--- config.mk ---
export PLATFORM = sky130hd
export DESIGN_NAME = superio_config_regs
export DESIGN_NICKNAME = d
export VERILOG_FILES = /design/src/design/cfg_pkg.sv /design/src/design/irq_pol_drive.sv /design/src/design/superio_config_regs.sv
export SDC_FILE = /design/constraint.sdc
export NUM_CORES = 1
export LEC_CHECK = 0
export BUFFER_PORTS_ARGS = -buffer_cell sky130_fd_sc_hd__buf_4
export CAP_MARGIN = 10
export CORE_ASPECT_RATIO = 1.1
export CORE_UTILIZATION = 55
export CTS_CLUSTER_SIZE = 28
export DETAILED_ROUTE_END_ITERATION = 16
export MAX_ROUTING_LAYER = met4
export PLACE_DENSITY = 0.84
export SYNTH_ARGS = -nofsm -noshare
export SYNTH_HDL_FRONTEND = slang
export SYNTH_SLANG_ARGS = --single-unit
--- constraint.sdc ---
create_clock -name clk -period 4.1 [get_ports clk]
set_clock_uncertainty 0.15 [all_clocks]
set_input_delay 0.82 -clock clk [delete_from_list [all_inputs] [get_ports clk]]
set_output_delay 0.82 -clock clk [all_outputs]
set_load 0.005 [all_outputs]
--- src/design/cfg_pkg.sv ---
package cfg_pkg;
  // Host port addresses (10-bit ISA I/O decode) and entry/exit keys
  localparam logic [9:0] INDEX_PORT_ADDR = 10'h3f0;
  localparam logic [9:0] DATA_PORT_ADDR  = 10'h3f1;
  localparam logic [7:0] ENTER_KEY       = 8'h55;
  localparam logic [7:0] EXIT_KEY        = 8'haa;

  // Register indices
  localparam logic [3:0] IDX_FUNC_EN  = 4'h0;
  localparam logic [3:0] IDX_PORT_ADR = 4'h1;
  localparam logic [3:0] IDX_SERIAL   = 4'h2;
  localparam logic [3:0] IDX_EXT      = 4'h4;

  // Power-up defaults
  localparam logic [7:0] FUNC_EN_DEFAULT_A = 8'h3b;
  localparam logic [7:0] FUNC_EN_DEFAULT_B = 8'h2b;
  localparam logic [7:0] PORT_ADR_DEFAULT  = 8'h9f;
  localparam logic [7:0] SERIAL_DEFAULT    = 8'hdc;
  localparam logic [7:0] EXT_DEFAULT       = 8'h00;

  // Field positions
  localparam int FE_IDE_EN   = 0;
  localparam int FE_IDE_AT   = 1;
  localparam int FE_RSVD     = 2;
  localparam int FE_FDC_PWR  = 3;
  localparam int FE_FDC_EN   = 4;
  localparam int FE_OSC_LO   = 5;
  localparam int FE_VALID    = 7;
  localparam int PA_PP_LO    = 0;
  localparam int PA_PP_PWR   = 2;
  localparam int PA_PP_MODE  = 3;
  localparam int PA_IRQ_POL  = 4;
  localparam int PA_SLOT_LO  = 5;
  localparam int PA_LOCK     = 7;
  localparam int SP_U1_LO    = 0;
  localparam int SP_U1_EN    = 2;
  localparam int SP_U1_PWR   = 3;
  localparam int SP_U2_LO    = 4;
  localparam int SP_U2_EN    = 6;
  localparam int SP_U2_PWR   = 7;

  localparam logic [1:0] OSC_ALWAYS_ON = 2'h0;
  localparam logic [1:0] OSC_ALL_OFF   = 2'h3;

  // Decoded base addresses
  localparam logic [9:0] PP_ADDR_1  = 10'h3bc;
  localparam logic [9:0] PP_ADDR_2  = 10'h378;
  localparam logic [9:0] PP_ADDR_3  = 10'h278;
  localparam logic [9:0] SLOT1_ADDR = 10'h3f8;
  localparam logic [9:0] SLOT2_ADDR = 10'h2f8;
  localparam logic [9:0] S3_A0 = 10'h338;
  localparam logic [9:0] S4_A0 = 10'h238;
  localparam logic [9:0] S3_A1 = 10'h3e8;
  localparam logic [9:0] S4_A1 = 10'h2e8;
  localparam logic [9:0] S3_A2 = 10'h2e8;
  localparam logic [9:0] S4_A2 = 10'h2e0;
  localparam logic [9:0] S3_A3 = 10'h220;
  localparam logic [9:0] S4_A3 = 10'h228;

  typedef enum logic [1:0] {
    CM_IDLE  = 2'b00,
    CM_ARMED = 2'b01,
    CM_OPEN  = 2'b10
  } cfg_mode_t;

  typedef struct packed {
    logic       ide_en;
    logic       ide_at;
    logic       fdc_pwr;
    logic       fdc_en;
    logic       osc_on;
    logic       baud_clock_generator_en;
    logic       valid;
  } func_ctl_t;

  typedef struct packed {
    logic       pp_en;
    logic [9:0] pp_base;
    logic       pp_pwr;
    logic       pp_printer_mode;
    logic       uart1_en;
    logic       uart1_pwr;
    logic [9:0] uart1_base;
    logic       uart2_en;
    logic       uart2_pwr;
    logic [9:0] uart2_base;
  } port_ctl_t;
endpackage

--- src/design/irq_pol_drive.sv ---
`timescale 1ns/100ps
// Polarity and tristate shaping for one interrupt pin
module irq_pol_drive (
  input  wire logic clk,      // System clock
  input  wire logic rst_n,    // Sync reset, active low
  input  wire logic req,      // Internal request, active high
  input  wire logic act_high, // Active high, inactive low
  output logic      pin_o,    // Pin level
  output logic      pin_oe    // Pin drive enable
);
  wire pin_o_nxt;
  wire pin_oe_nxt;

  // Low mode drives only while asserted, floats otherwise
  assign pin_o_nxt  = act_high ? req : 1'b0;
  assign pin_oe_nxt = act_high | req;

  always_ff @(posedge clk) begin
    if (!rst_n) begin
      pin_o  <= 1'b0;
      pin_oe <= 1'b0;
    end else begin
      pin_o  <= pin_o_nxt;
      pin_oe <= pin_oe_nxt;
    end
  end
endmodule

--- src/design/superio_config_regs.sv ---
`timescale 1ns/100ps
// Notes on behaviour
// - Index 0 register reachable only in config mode; default 3Bh or 2Bh.
// - Function bit 0 enables the IDE decode.
// - Function bit 1 picks AT IDE when set, XT when clear.
// - Function bit 3 powers the floppy controller; clear means low power.
// - Function bit 4 enables the floppy controller.
// - Function bits 6:5 gate oscillator and baud clock, 01/10 follow power good.
// - Function bit 7 is a software valid flag, zero at power-up.
// - Index 1 register reachable only in config mode; default 9Fh.
// - Port bits 1:0 pick parallel base: off, 3BCh, 378h, 278h.
// - Port bit 2 powers the parallel port.
// - Port bit 3 set is printer mode; clear enables extended modes.
// - Port bit 4 sets interrupt polarity: high/low or low/float.
// - In ECP or EPP, printer interrupt is always low/float.
// - Port bits 6:5 pick third and fourth serial slot addresses.
// - Port bit 7 clear blocks all config access until power-up.
// - Index 2 register reachable only in config mode; default DCh.
// - Serial bits 1:0 place the primary UART.
// - Serial bit 2 enables the primary UART.
// - Serial bit 3 clear powers down the primary UART.
// - Serial bits 5:4 place the secondary UART.
// - Serial bits 6 and 7 enable and power the secondary UART.
// - Two back-to-back 55h writes to 3F0h enter config mode.
// - Index written to 3F0h selects register accessed at 3F1h.
// - Writing AAh to the index port leaves config mode.
// - Registers load defaults at power-up only, not at ordinary reset.
module superio_config_regs #(
  parameter bit ALT_VARIANT = 1'b0  // Selects the 2Bh function default
) (
  input  wire logic               clk,          // 100 MHz clock
  input  wire logic               rst_n,        // Ordinary reset, low
  input  wire logic               por_n,        // Power-up/hard reset, low
  input  wire logic [9:0]         isa_addr,     // ISA I/O address
  input  wire logic [7:0]         isa_wdata,    // ISA write data
  input  wire logic               isa_iow,      // I/O write strobe, 1 cycle
  input  wire logic               isa_ior,      // I/O read strobe, 1 cycle
  output logic      [7:0]         isa_rdata,    // Read data
  output logic                    isa_rd_hit,   // Read claimed by block
  input  wire logic               power_good,   // Power good pin
  input  wire logic               ext_mode_in,  // Extended parallel mode req
  input  wire logic               serial_irq_a, // Serial interrupt request
  input  wire logic               serial_irq_b, // Serial interrupt request
  input  wire logic               floppy_irq,   // Floppy interrupt request
  input  wire logic               printer_irq,  // Printer interrupt request
  output logic                    config_mode,  // Config mode active
  output cfg_pkg::func_ctl_t      func_ctl,     // Function controls
  output cfg_pkg::port_ctl_t      port_ctl,     // Port decode controls
  output logic      [1:0]         slot_sel,     // Third/fourth slot select
  output logic      [9:0]         slot3_base,   // Third serial slot base
  output logic      [9:0]         slot4_base,   // Fourth serial slot base
  output logic      [3:0]         irq_o,        // Serial a,b, floppy, printer
  output logic      [3:0]         irq_oe        // Interrupt drive enables
);
  // Three-flop pin synchroniser for power good
  logic pg_s1_r, pg_s2_r, pg_s3_r, pg_r;

  // Power-up reset also clears state; registers see only por_n
  logic [7:0] func_r, port_r, serial_r, ext_r;
  logic [3:0] index_r;
  cfg_pkg::cfg_mode_t mode_r, mode_nxt;

  function automatic logic [9:0] uart_base(input logic [1:0] sel,
                                           input logic [9:0] s3,
                                           input logic [9:0] s4);
    case (sel)
      2'b00:   uart_base = cfg_pkg::SLOT1_ADDR;
      2'b01:   uart_base = cfg_pkg::SLOT2_ADDR;
      2'b10:   uart_base = s3;
      default: uart_base = s4;
    endcase
  endfunction

  wire       any_rst_n  = rst_n & por_n;
  wire       idx_wr     = isa_iow & (isa_addr == cfg_pkg::INDEX_PORT_ADDR);
  wire       dat_wr     = isa_iow & (isa_addr == cfg_pkg::DATA_PORT_ADDR);
  wire       dat_rd     = isa_ior & (isa_addr == cfg_pkg::DATA_PORT_ADDR);
  wire       any_acc    = isa_iow | isa_ior;
  wire       is_open    = (mode_r == cfg_pkg::CM_OPEN);
  wire       unlocked   = port_r[cfg_pkg::PA_LOCK];
  wire       cfg_wr     = is_open & unlocked & dat_wr;
  wire       cfg_rd     = is_open & unlocked & dat_rd;
  wire       key_wr     = idx_wr & (isa_wdata == cfg_pkg::ENTER_KEY);
  wire       exit_wr    = idx_wr & (isa_wdata == cfg_pkg::EXIT_KEY);
  wire       wr_func    = cfg_wr & (index_r == cfg_pkg::IDX_FUNC_EN);
  wire       wr_port    = cfg_wr & (index_r == cfg_pkg::IDX_PORT_ADR);
  wire       wr_serial  = cfg_wr & (index_r == cfg_pkg::IDX_SERIAL);
  wire       wr_ext     = cfg_wr & (index_r == cfg_pkg::IDX_EXT);
  wire [7:0] func_dflt  = ALT_VARIANT ? cfg_pkg::FUNC_EN_DEFAULT_B
                                      : cfg_pkg::FUNC_EN_DEFAULT_A;

  // Entry state machine: any other access between keys disarms
  always_comb begin
    mode_nxt = mode_r;
    case (mode_r)
      cfg_pkg::CM_IDLE: begin
        if (key_wr)
          mode_nxt = cfg_pkg::CM_ARMED;
      end
      cfg_pkg::CM_ARMED: begin
        if (key_wr)
          mode_nxt = cfg_pkg::CM_OPEN;
        else if (any_acc)
          mode_nxt = cfg_pkg::CM_IDLE;
      end
      cfg_pkg::CM_OPEN: begin
        if (exit_wr)
          mode_nxt = cfg_pkg::CM_IDLE;
      end
      default: mode_nxt = cfg_pkg::CM_IDLE;
    endcase
  end

  always_ff @(posedge clk) begin
    if (!any_rst_n)
      mode_r <= cfg_pkg::CM_IDLE;
    else
      mode_r <= mode_nxt;
  end

  // Index written in open mode, excluding the exit key
  always_ff @(posedge clk) begin
    if (!any_rst_n)
      index_r <= cfg_pkg::IDX_FUNC_EN;
    else if (is_open & idx_wr & ~exit_wr)
      index_r <= isa_wdata[3:0];
  end

  // Power-up-only registers; rst_n deliberately not used here
  always_ff @(posedge clk) begin
    if (!por_n) begin
      func_r   <= func_dflt;
      port_r   <= cfg_pkg::PORT_ADR_DEFAULT;
      serial_r <= cfg_pkg::SERIAL_DEFAULT;
      ext_r    <= cfg_pkg::EXT_DEFAULT;
    end else begin
      if (wr_func)
        func_r <= isa_wdata;
      if (wr_port) begin
        port_r <= isa_wdata;
        // Lock bit can only fall; setting it again needs power-up
        port_r[cfg_pkg::PA_LOCK] <= isa_wdata[cfg_pkg::PA_LOCK]
                                    & port_r[cfg_pkg::PA_LOCK];
      end
      if (wr_serial)
        serial_r <= isa_wdata;
      if (wr_ext)
        ext_r <= isa_wdata;
    end
  end

  always_ff @(posedge clk) begin
    if (!rst_n) begin
      pg_s1_r <= 1'b0;
      pg_s2_r <= 1'b0;
      pg_s3_r <= 1'b0;
      pg_r    <= 1'b0;
    end else begin
      pg_s1_r <= power_good;
      pg_s2_r <= pg_s1_r;
      pg_s3_r <= pg_s2_r;
      if (pg_s2_r == pg_s3_r)
        pg_r <= pg_s3_r;
    end
  end

  // Read mux; unknown indices read zero
  logic [7:0] rd_mux;
  always_comb begin
    case (index_r)
      cfg_pkg::IDX_FUNC_EN:  rd_mux = func_r;
      cfg_pkg::IDX_PORT_ADR: rd_mux = port_r;
      cfg_pkg::IDX_SERIAL:   rd_mux = serial_r;
      cfg_pkg::IDX_EXT:      rd_mux = ext_r;
      default:               rd_mux = 8'h00;
    endcase
  end

  // Decoded controls
  wire [1:0] osc_sel  = func_r[cfg_pkg::FE_OSC_LO +: 2];
  wire       osc_nxt  = (osc_sel == cfg_pkg::OSC_ALWAYS_ON) |
                        ((osc_sel != cfg_pkg::OSC_ALL_OFF) & pg_r);
  wire [1:0] pp_sel   = port_r[cfg_pkg::PA_PP_LO +: 2];
  wire [1:0] slot_nxt = port_r[cfg_pkg::PA_SLOT_LO +: 2];
  logic [9:0] pp_base_nxt, s3_nxt, s4_nxt;

  always_comb begin
    case (pp_sel)
      2'b01:   pp_base_nxt = cfg_pkg::PP_ADDR_1;
      2'b10:   pp_base_nxt = cfg_pkg::PP_ADDR_2;
      default: pp_base_nxt = cfg_pkg::PP_ADDR_3;
    endcase
    case (slot_nxt)
      2'b00:   begin s3_nxt = cfg_pkg::S3_A0; s4_nxt = cfg_pkg::S4_A0; end
      2'b01:   begin s3_nxt = cfg_pkg::S3_A1; s4_nxt = cfg_pkg::S4_A1; end
      2'b10:   begin s3_nxt = cfg_pkg::S3_A2; s4_nxt = cfg_pkg::S4_A2; end
      default: begin s3_nxt = cfg_pkg::S3_A3; s4_nxt = cfg_pkg::S4_A3; end
    endcase
  end

  cfg_pkg::func_ctl_t func_nxt;
  cfg_pkg::port_ctl_t port_nxt;
  always_comb begin
    func_nxt.ide_en   = func_r[cfg_pkg::FE_IDE_EN];
    func_nxt.ide_at   = func_r[cfg_pkg::FE_IDE_AT];
    func_nxt.fdc_pwr  = func_r[cfg_pkg::FE_FDC_PWR];
    func_nxt.fdc_en   = func_r[cfg_pkg::FE_FDC_EN];
    func_nxt.osc_on   = osc_nxt;
    func_nxt.baud_clock_generator_en = osc_nxt;
    func_nxt.valid    = func_r[cfg_pkg::FE_VALID];
    port_nxt.pp_en    = (pp_sel != 2'b00);
    port_nxt.pp_base  = pp_base_nxt;
    port_nxt.pp_pwr   = port_r[cfg_pkg::PA_PP_PWR];
    port_nxt.pp_printer_mode = port_r[cfg_pkg::PA_PP_MODE];
    port_nxt.uart1_en  = serial_r[cfg_pkg::SP_U1_EN];
    port_nxt.uart1_pwr = serial_r[cfg_pkg::SP_U1_PWR];
    port_nxt.uart1_base = uart_base(serial_r[cfg_pkg::SP_U1_LO +: 2],
                                    s3_nxt, s4_nxt);
    port_nxt.uart2_en  = serial_r[cfg_pkg::SP_U2_EN];
    port_nxt.uart2_pwr = serial_r[cfg_pkg::SP_U2_PWR];
    port_nxt.uart2_base = uart_base(serial_r[cfg_pkg::SP_U2_LO +: 2],
                                    s3_nxt, s4_nxt);
  end

  // Extended parallel mode only counts when printer mode is off
  wire ecp_epp  = ~port_r[cfg_pkg::PA_PP_MODE] & ext_mode_in;
  wire pol_high = port_r[cfg_pkg::PA_IRQ_POL];
  wire [3:0] irq_req = {printer_irq, floppy_irq, serial_irq_b,
                        serial_irq_a};
  wire [3:0] irq_high = {pol_high & ~ecp_epp, {3{pol_high}}};

  genvar gi;
  generate
    for (gi = 0; gi < 4; gi++) begin : g_irq
      irq_pol_drive u_drv (
        .clk      (clk),
        .rst_n    (any_rst_n),
        .req      (irq_req[gi]),
        .act_high (irq_high[gi]),
        .pin_o    (irq_o[gi]),
        .pin_oe   (irq_oe[gi])
      );
    end
  endgenerate

  // Registered outputs
  always_ff @(posedge clk) begin
    if (!any_rst_n) begin
      isa_rdata   <= 8'h00;
      isa_rd_hit  <= 1'b0;
      config_mode <= 1'b0;
      func_ctl    <= '0;
      port_ctl    <= '0;
      slot_sel    <= 2'h0;
      slot3_base  <= 10'h000;
      slot4_base  <= 10'h000;
    end else begin
      isa_rdata   <= cfg_rd ? rd_mux : 8'h00;
      isa_rd_hit  <= cfg_rd;
      config_mode <= (mode_nxt == cfg_pkg::CM_OPEN);
      func_ctl    <= func_nxt;
      port_ctl    <= port_nxt;
      slot_sel    <= slot_nxt;
      slot3_base  <= s3_nxt;
      slot4_base  <= s4_nxt;
    end
  end
endmodule

==> impl_results.md, run 1 <==
* DP HPWL at 5640 µm
* Net switching power at 0.361 mW
* Die outline width at 80.8 µm
* Sequential power share at 58.5%
* CTS buffer count at 9
* Setup TNS at 0 ns
* Routed WL per cell at 14.6 µm
* Post-Synth Simple-Gate Area at 19.7%
* Core area at 6590 µm²
* Synth Warn # at 0
* H-tree depth at 3
* Hold Path Depth at 1
* Antenna fix cells at 0
* Slew @ Worst Pin at 1.06 ns
* Critical path data arrival time at 2.76 ns
* DRT Pass-1 Iters at 4
* Total Wirelength at 7800 µm
* Largest family of logic cells by synthesized area: simple AND/OR/NAND/NOR gates
* Complex-gate fraction of the synthesized area at 9.78%
* Vias in the first global route at 2589
* CP max FO at 10
* Sequential area share after synthesis at 49.0%
* Status: complete, no violations
* DRT iter0 DRCs at 193
* Fmax at 0.380 GHz
* Clock Power Share at 34.6%
* Area share of the largest cell type after synthesis at 49.0%
* Number of enable flip-flop cells after synthesis at 0
* Average vias per placed instance at 5.33
* Critical path endpoint category: flip-flop
* Internal power at 1.21 mW
* RSZ-0062 raised after global routing: no
* Clock sink count at 92
* Power, Total at 1.57 mW
* Design Area, Final at 4460 µm²
* PwrDens at 352 nW/µm²
* Library cells used by synthesis at 43
* Max-cap violation count at 0
* Root buf cell: clkbuf_8
* Via count at 2853
* Adder-cell area share of the yosys netlist at 2.86%
* Setup ws final at 1.47 ns
* LEAKAGE at 2.13 nW
* Synthesized area at 3760 µm²
* Hold endpoint: pg_s2_r
* Critical Path RT at 4.23 ns
* Worst Min Path Start: pg_s1_r
* Row count at 31
* Sw frac at 23.1%
* Reg2reg path depth at 3
* Nets at 484
* Slew headroom at 28.9%
* Die area at 7170 µm²
* Largest net degree at the start of global routing at 52
* CTS max path bufs at 2
* Area after DPL at 4280 µm²
* Clock slew at reported path FFs at 0.09 ns
* IO Pins at 113
* Largest cells by area after synthesis: dfxtp_1 (49%), buf_4 (8.6%), mux2i_1 (6.9%)
* First-pass GRT wire length at 12000 µm
* Count leader, synth: dfxtp_1
* Max incr delay on CP at 0.61 ns
* Final worst path period share at 64.2%
* Hold Violations, Final at 0
* Post-Synth XOR/XNOR Area at 0%
* Mux contribution to synthesized area at 7.52%
* Synthesized area per cell at 9.82 µm²
* RePlAce Congestion at 0.840
* Slowest cell on the critical path: nor4_4
* Final setup viols at 0
* Setup CP Type: input port to flip-flop
* Fraction of layout cells with a size suffix above 1 at 27.2%
* Mapped Cells at 383
* Crit path cell chain: buf_4 > or4b_4 > nor4_4 > and2_1 > mux2i_1
* Port Buffers at 97
* Dpl ws at 1.12 ns
* Post-route minimum period at 2.63 ns
* All-layer global routing usage at 22.9%
* Synth async-reset ratio at 0%
* Clk_lat worst skew at 0.35 ns
* HP Class: flip-flop to flip-flop
* Comb pwr share at 6.9%
* Chip height at 88.7 µm
* CTS tree: done
* Synth top cells by count: dfxtp_1 (92), buf_4 (43), nand2_1 (29), nor2_1 (29), mux2i_1 (26)
* Final Max Tran Viols at 0
* Synthesis-to-layout area growth at 18.5%
* Setup Buffers After CTS at 0
* Yosys reg bits at 92
* Cell accounting for the most synthesized area: dfxtp_1
* R2R Path End: ext_r[7]
* Maximum vdd ir drop at 0.000323 V
* Final ANT Viol Nets at 0
* Reg2Reg Setup Slack at 1.91 ns
* Initial antenna violation count at 0
* Crit path launch type: input port
* Worst r2r src: index_r[0]
* Primary FF master, synth: dfxtp_1
* Global route overflow at 0
* # hold bufs at CTS at 0
* Initial Util at 57.0%
* Post-cts sizing count at 0
* # DRC at 0
[cells by family after synthesis]
kind of cell               Yosys count
other                                1
and+or+nand+nor                    131
DFF                                 92
adders and majority gates            9
muxes                               28
buffers and inverters               68
AOI/OAI and AO/OA                   54
[how the worst max path moves through the flow]
stage                     start         to  slack [ns]  depth (start not counted)
CTS                 isa_addr[1]  func_r[7]        1.47                          5
global placement    isa_addr[1]  func_r[6]        1.19                          5
global route        isa_addr[1]  func_r[7]        1.36                          5
detailed placement  isa_addr[1]  func_r[6]        1.12                          5
floorplan           isa_addr[1]  func_r[6]        1.48                          5
finish              isa_addr[1]  func_r[7]        1.47                          5
[area by class of cell]
type	count	area, µm²
flip-flops and latches	92	1840
repair buffers	99	743
multi-input cells	237	1560
inverters	9	33.8
clock buffers	11	141
fillers	554	2140
clock inverters	5	37.5
well taps	82	103
[metal layers]
layer	part of all wire [%]	global-route usage, %	up-vias
li1	-	-	1394
met1	41	26.5	1342
met2	50	39.8	108
met4	1.5	8.12	0
met5	0	-	-
met3	7.2	3.92	9
[critical path: cells and delay by family]
| family | cells | cell delay [ns] |
|---|---|---|
| simple gates | 3 | 1.59 |
| mux | 1 | 0.22 |
| buf+inv | 1 | 0.11 |
[state kept, by name, indices dropped and copies added (netlist names), 6 cells and up]
register   flops
isa_rdata      8
serial_r       8
port_r         8
port_ctl      19
func_r         8
func_ctl       6
ext_r          8
[placed cells by master, fill, tap and decap left out, drive strengths merged, types with 8 or more instances in the layout]
| cell type | instances |
|---|---|
| mux2i | 26 |
| a21oi | 23 |
| a22o | 8 |
| clkbuf | 11 |
| inv | 9 |
| nor2b | 20 |
| and3 | 19 |
| conb | 15 |
| dfxtp | 92 |
| nor2 | 29 |
| nand2 | 30 |
| buf | 99 |
| a222oi | 8 |
[stage by stage]
stage          hold slack [ns]  utilization, %  cells
3_3_place_gp             0.272            64.9    519
5_1_grt                  0.334            67.6    535
6_report                 0.310            67.6    535
3_5_place_dp             0.294            64.9    519
2_1_floorplan            0.262               -    397
4_1_cts                  0.318            67.6    535
[power groups by stage]
stage                     Sequential (mW)  Combinational, mW  Clock [mW]
after detailed placement            0.938              0.107           0
after CTS                           0.917              0.107       0.547
after floorplan                     0.939             0.0621           0
after global placement              0.937              0.106           0
final                               0.917              0.108       0.543
after global routing                0.919              0.118       0.582
No activity file was read; power rests on OpenSTA's default activity.
==> run 2, diff against run 1 <==
--- a/config.mk
+++ b/config.mk
@@ -5,14 +5,15 @@
 export SDC_FILE = /design/constraint.sdc
 export NUM_CORES = 1
 export LEC_CHECK = 0
+export ABC_AREA = 1
 export BUFFER_PORTS_ARGS = -buffer_cell sky130_fd_sc_hd__buf_4
 export CAP_MARGIN = 10
 export CORE_ASPECT_RATIO = 1.1
-export CORE_UTILIZATION = 55
+export CORE_UTILIZATION = 47
 export CTS_CLUSTER_SIZE = 28
 export DETAILED_ROUTE_END_ITERATION = 16
 export MAX_ROUTING_LAYER = met4
-export PLACE_DENSITY = 0.84
+export PLACE_DENSITY = 0.76
 export SYNTH_ARGS = -nofsm -noshare
 export SYNTH_HDL_FRONTEND = slang
 export SYNTH_SLANG_ARGS = --single-unit
==> constraint.sdc (replaced) <==
create_clock -name clk -period 2.4 [get_ports clk]
set_clock_uncertainty 0.15 [all_clocks]
set_input_delay 0.48 -clock clk [delete_from_list [all_inputs] [get_ports clk]]
set_output_delay 0.48 -clock clk [all_outputs]
set_load 0.005 [all_outputs]
==> run 2 against run 1 <==
Compared with the run above:
- worst setup slack got worse by 0.85 ns
- final cell count increased by 32%
- largest power group unchanged
- synthesized area up 6.0%
- combinational power is 81% higher
- sequential cell count stayed put
- count of clock-buffer cells in the layout down 1
- global-route usage decreased by 2.1 points
- first-iteration DRC count is 21% lower
==> impl_results.md, run 2 <==
* Reg2reg path depth at 7
* Row count at 34
* Post-route minimum period at 1.78 ns
* Fmax at 0.562 GHz
* Clock sink count at 92
* Via count at 3314
* Largest net degree at the start of global routing at 39
* Global route overflow at 0
* Final ANT Viol Nets at 0
* CTS tree: done
* Core area at 8080 µm²
* Die outline width at 89.8 µm
* Final worst path period share at 74.2%
* Synthesis-to-layout area growth at 18.3%
* Max incr delay on CP at 0.40 ns
* Largest register FFs at 19
* Crit path cell chain: nor2_1 > nand2_2 > clkinv_1 > nand2_1 > o21ai_0 > nor2_1 > nor2_1
* R2R Path End: isa_rdata[7]
* Average vias per placed instance at 4.69
* Clock slew at reported path FFs at 0.09 ns
* Most frequent cells in the layout: buf_4 (98), dfxtp_1 (92), nor2_1 (86)
* Total Wirelength at 8640 µm
* Antenna fix cells at 0
* Worst setup path end: isa_rdata[7]
* Critical path endpoint category: flip-flop
* Routed WL per cell at 12.2 µm
* CTS buffer count at 9
* Most common cell after layout, fill and taps aside: buf_4
* Net switching power at 0.652 mW
* Max-cap violation count at 0
* # DRC at 0
* Nets at 629
* Area share of the largest cell type after synthesis at 46.2%
* CTS max path bufs at 2
* Yosys reg bits at 92
* Cell accounting for the most synthesized area: dfxtp_1
* DRT iter0 DRCs at 152
* Reg2Reg Setup Slack at 0.62 ns
* Setup TNS at 0 ns
* PwrDens at 569 nW/µm²
* Critical path data arrival time at 1.86 ns
* Slowest cell on the critical path: dfxtp_1
* Count leader, synth: dfxtp_1
* Origin of the worst setup path: index_r[1]
* Crit path launch type: flip-flop
* Setup CP Type: flip-flop to flip-flop
* # hold bufs at CTS at 0
* Synth async-reset ratio at 0%
* Largest reg by FF count: port_ctl
* Slew headroom at 65.2%
* Internal power at 2.03 mW
* Primary FF master, synth: dfxtp_1
* RSZ-0062 raised after global routing: no
* Largest cells by area after synthesis: dfxtp_1 (46%), nor2_1 (8.1%), buf_4 (7.9%)
* Root buf cell: clkbuf_8
* H-tree depth at 3
* Synthesized area per cell at 7.63 µm²
* Final Max Tran Viols at 0
* DRT Pass-1 Iters at 4
* Clock Power Share at 34.3%
* CP max FO at 10
* RePlAce Congestion at 0.882
* Initial Util at 49.3%
* Fraction of layout cells with a size suffix above 1 at 23.1%
* Synthesized area at 3990 µm²
* IO Pins at 113
* Vias in the first global route at 3033
* Status: complete, no violations
* Sw frac at 24.3%
* Cell mode on critical path: nor2_1
* DP HPWL at 6170 µm
* LEAKAGE at 2.54 nW
* Die area at 8850 µm²
* Initial antenna violation count at 0
* Critical Path RT at 2.48 ns
* Mapped Cells at 522
* Slew @ Worst Pin at 0.521 ns
* Port Buffers at 97
* Area after DPL at 4550 µm²
* Worst r2r src: index_r[1]
* Setup Buffers After CTS at 0
* HP Class: input port to flip-flop
* Library cells used by synthesis at 31
* Placed insts at 690
* Number of enable flip-flop cells after synthesis at 0
* Maximum vdd ir drop at 0.000329 V
* Synth top cells by count: dfxtp_1 (92), nor2_1 (86), inv_1 (84)
* Clk_lat worst skew at 0.35 ns
* First-pass GRT wire length at 14000 µm
* Sequential area share after synthesis at 46.2%
* Final setup viols at 0
* Synth Warn # at 0
* Sequential power share at 58.4%
* Design Area, Final at 4710 µm²
* All-layer global routing usage at 20.8%
* Post-cts sizing count at 0
* Post-Layout Cell Count at 706
* Chip height at 98.6 µm
* Comb pwr share at 7.3%
* Hold Violations, Final at 0
[run 2: cell type report]
cell class                      instances  area (µm²)
Sequential cell                        92        1840
Timing Repair Buffer                   99         756
Clock buffer                           10         128
Tap cell                              108         135
Fill cell                             746        3370
Inverter                               90         338
Clock inverter                          6        40.0
Multi-Input combinational cell        301        1480
[run 2: metal layers]
layer,global-route usage (%),vias up,part of all wire [%]
met5,-,-,0
met4,7.44,0,1.0
met3,5.09,7,7.1
met2,35.7,119,49
met1,23.6,1500,42
li1,-,1688,-
[run 2: critical path, delay by kind of cell, from the launching register on]
kind | cells | cell delay, ns
flip-flops | 1 | 0.40
AND/OR/NAND/NOR | 5 | 0.64
buffers and inverters | 1 | 0.37
AO/OA/AOI/OAI | 1 | 0.10
[run 2: worst min-delay path by stage]
| stage | endpoint | from | slack (ns) | cells past startpoint |
|---|---|---|---|---|
| global route | pg_s1_r | power_good | 0.14 | 3 |
| global placement | pg_s2_r | pg_s1_r | 0.25 | 2 |
| detailed placement | pg_s2_r | pg_s1_r | 0.25 | 2 |
| finish | pg_s1_r | power_good | 0.15 | 3 |
| floorplan | pg_s2_r | pg_s1_r | 0.24 | 2 |
| CTS | pg_s1_r | power_good | 0.14 | 3 |
[run 2: power by group through the flow]
| stage | combinational, mW | sequential [mW] | clock [mW] |
|---|---|---|---|
| 2_1_floorplan | 0.112 | 1.60 | 0 |
| 3_3_place_gp | 0.195 | 1.60 | 0 |
| 3_5_place_dp | 0.196 | 1.60 | 0 |
| 4_1_cts | 0.197 | 1.57 | 0.939 |
| 5_1_grt | 0.216 | 1.57 | 1.01 |
| 6_report | 0.196 | 1.57 | 0.920 |
[run 2: metrics by stage]
| step | setup slack, ns | hold WS (ns) | utilization (%) | power, mW |
|---|---|---|---|---|
| 2_1_floorplan | 0.805 | 0.240 | - | 1.72 |
| 6_report | 0.620 | 0.154 | 58.3 | 2.68 |
| 5_1_grt | 0.526 | 0.144 | 58.3 | 2.79 |
| 4_1_cts | 0.637 | 0.144 | 58.3 | 2.70 |
| 3_3_place_gp | 0.428 | 0.246 | 56.3 | 1.80 |
| 3_5_place_dp | 0.392 | 0.252 | 56.3 | 1.80 |
[run 2: cell families (layout without fill, tap and decap cells)]
logic type                 count (synthesis)  after routing  share of synthesized area, %
AOI/OAI and AO/OA                         38             38                          5.43
adders and majority gates                  7              7                          2.20
buffers and inverters                    143            205                          18.1
DFF                                       92             92                          46.2
other                                      1             15                        0.0941
and+or+nand+nor                          241            241                          28.0
==> run 3, diff against run 2 <==
==> constraint.sdc (replaced) <==
create_clock -name clk -period 1.6 [get_ports clk]
set_clock_uncertainty 0.15 [all_clocks]
set_input_delay 0.32 -clock clk [delete_from_list [all_inputs] [get_ports clk]]
set_output_delay 0.32 -clock clk [all_outputs]
set_load 0.005 [all_outputs]
==> run 3 against run 2 <==
Compared with the run above:
- power grew 57%
- combinational power rose by 53%
- critical path depth shrank 1
- final cell count increased by 3.3%
- utilization increased by 3.1 points
- cell area increased by 5.3%
==> impl_results.md, run 3 (synthesis gave the netlist of run 2 again) <==
* Most common cell after layout, fill and taps aside: buf_4
* Hold Path Depth at 3
* Via count at 3397
* LEAKAGE at 2.68 nW
* Most frequent cells in the layout: buf_4 (118), dfxtp_1 (90), nor2_1 (86)
* DRT Pass-1 Iters at 4
* Critical path endpoint category: flip-flop
* Post-route minimum period at 1.47 ns
* Reg2reg path depth at 6
* Root buf cell: clkbuf_8
* Fraction of layout cells with a size suffix above 1 at 26.4%
* Max-cap violation count at 0
* Largest net degree at the start of global routing at 33
* HP Class: input port to flip-flop
* Worst Min Path Start: rst_n
* Global route overflow at 0
* Fin util at 61.4%
* Sw frac at 23.3%
* Crit path launch type: flip-flop
* CTS buffer count at 9
* RePlAce Congestion at 0.911
* CTS max path bufs at 2
* Core area at 8080 µm²
* Setup TNS at 0 ns
* Clk_lat worst skew at 0.35 ns
* H-tree depth at 3
* Final setup viols at 0
* CTS tree: done
* Chip height at 98.6 µm
* R2R Path End: isa_rdata[5]
* Fmax at 0.681 GHz
* Dpl ws at 0.00136 ns
* Vias in the first global route at 3195
* Filler instances at 723
* Nets at 652
* Comb pwr share at 7.1%
* Area of the multi-input gates at 1490 µm²
* Antenna fix cells at 0
* Critical Path RT at 1.74 ns
* Die outline width at 89.8 µm
* Net switching power at 0.979 mW
* Critical path data arrival time at 1.61 ns
* Worst r2r src: index_r[3]
* RSZ-0062 raised after global routing: no
* Final worst path period share at 91.7%
* Total Wirelength at 8600 µm
* Clock slew at reported path FFs at 0.09 ns
* Hold endpoint: pg_s1_r
* Initial Util at 49.3%
* Final Max Tran Viols at 0
* DRT iter0 DRCs at 144
* Sequential Area at 1840 µm²
* Final ANT Viol Nets at 0
* Row count at 34
* Sequential power share at 55.9%
* IO Pins at 113
* DP HPWL at 6420 µm
* CP max FO at 5
* Status: complete, no violations
* Initial antenna violation count at 0
* Largest reg by FF count: port_ctl
* Clock Power Share at 37.0%
* Internal power at 3.23 mW
* Die area at 8850 µm²
* All-layer global routing usage at 20.7%
* Port Buffers at 97
* Hold Violations, Final at 0
* Average vias per placed instance at 4.66
* Clock sink count at 92
* Routed WL per cell at 11.8 µm
* # DRC at 0
* Reg2Reg Setup Slack at 0.13 ns
* Largest register FFs at 19
* Setup CP Type: flip-flop to flip-flop
* Maximum vdd ir drop at 0.000577 V
* PwrDens at 847 nW/µm²
* Setup ws final at 0.132 ns
* Synthesis-to-layout area growth at 24.6%
* First-pass GRT wire length at 14200 µm
-- run 3: worst max-delay path by stage --
stage | from | end | slack [ns] | cells past startpoint
after detailed placement | isa_addr[2] | serial_r[4] | 0.001 | 10
after CTS | port_ctl[31] | port_ctl[30] | 0.04 | 1
after global placement | isa_addr[2] | func_r[5] | 0.02 | 10
after floorplan | isa_addr[5] | port_r[7] | 0.17 | 8
final | index_r[3] | isa_rdata[5] | 0.13 | 6
after global routing | mode_r[0] | port_r[7] | 0.01 | 9
-- run 3: what timing repair did --
action | 4_1_cts | 5_1_grt
endpoints found under the hold margin | 1 | 0
hold buffers | 1 | 0
gates resized for setup | 0 | 4
endpoints found under the setup margin | 0 | 31
setup buffers | 0 | 1
-- run 3: cell type report --
| class | instances | share of cell area (%) |
|---|---|---|
| inverter | 90 | 6.81 |
| sequential | 92 | 37.2 |
| multi-input combinational | 301 | 30.0 |
| clock inverter | 6 | 1.41 |
| timing repair buffer | 122 | 19.4 |
| tap | 108 | 2.72 |
| clock buffer | 10 | 2.57 |
-- run 3: metrics by stage --
stage                     instances  area (µm²)  hold slack, ns  total power, mW
final                           729        4960          0.0272             4.20
after global routing            729        4960          0.0330             4.38
after CTS                       727        4920          0.0215             4.24
after detailed placement        710        4710           0.263             2.70
after global placement          710        4710           0.251             2.70
after floorplan                 536        4040           0.240             2.58
-- run 3: layer usage --
layer	GRT usage (%)	vias up	part of all wire, %
met5	-	-	0
met4	11.7	0	3.0
met3	4.24	21	5.5
met2	34.7	113	49
met1	23.0	1524	43
li1	-	1739	-
-- run 3: critical path, cell delays in order (launching register included) --
cell and delay (ns):
dfxtp_1 0.33, nor2_2 0.20, nand2_2 0.16, nand4_1 0.15, nand4_2 0.14, buf_4 0.19, nor2_1 0.09
-- run 3: power groups by stage --
stage               Combinational (mW)  Sequential [mW]  Clock [mW]
finish                           0.300             2.35        1.55
global route                     0.329             2.36        1.70
CTS                              0.300             2.35        1.59
detailed placement               0.297             2.40           0
global placement                 0.295             2.40           0
floorplan                        0.169             2.41           0
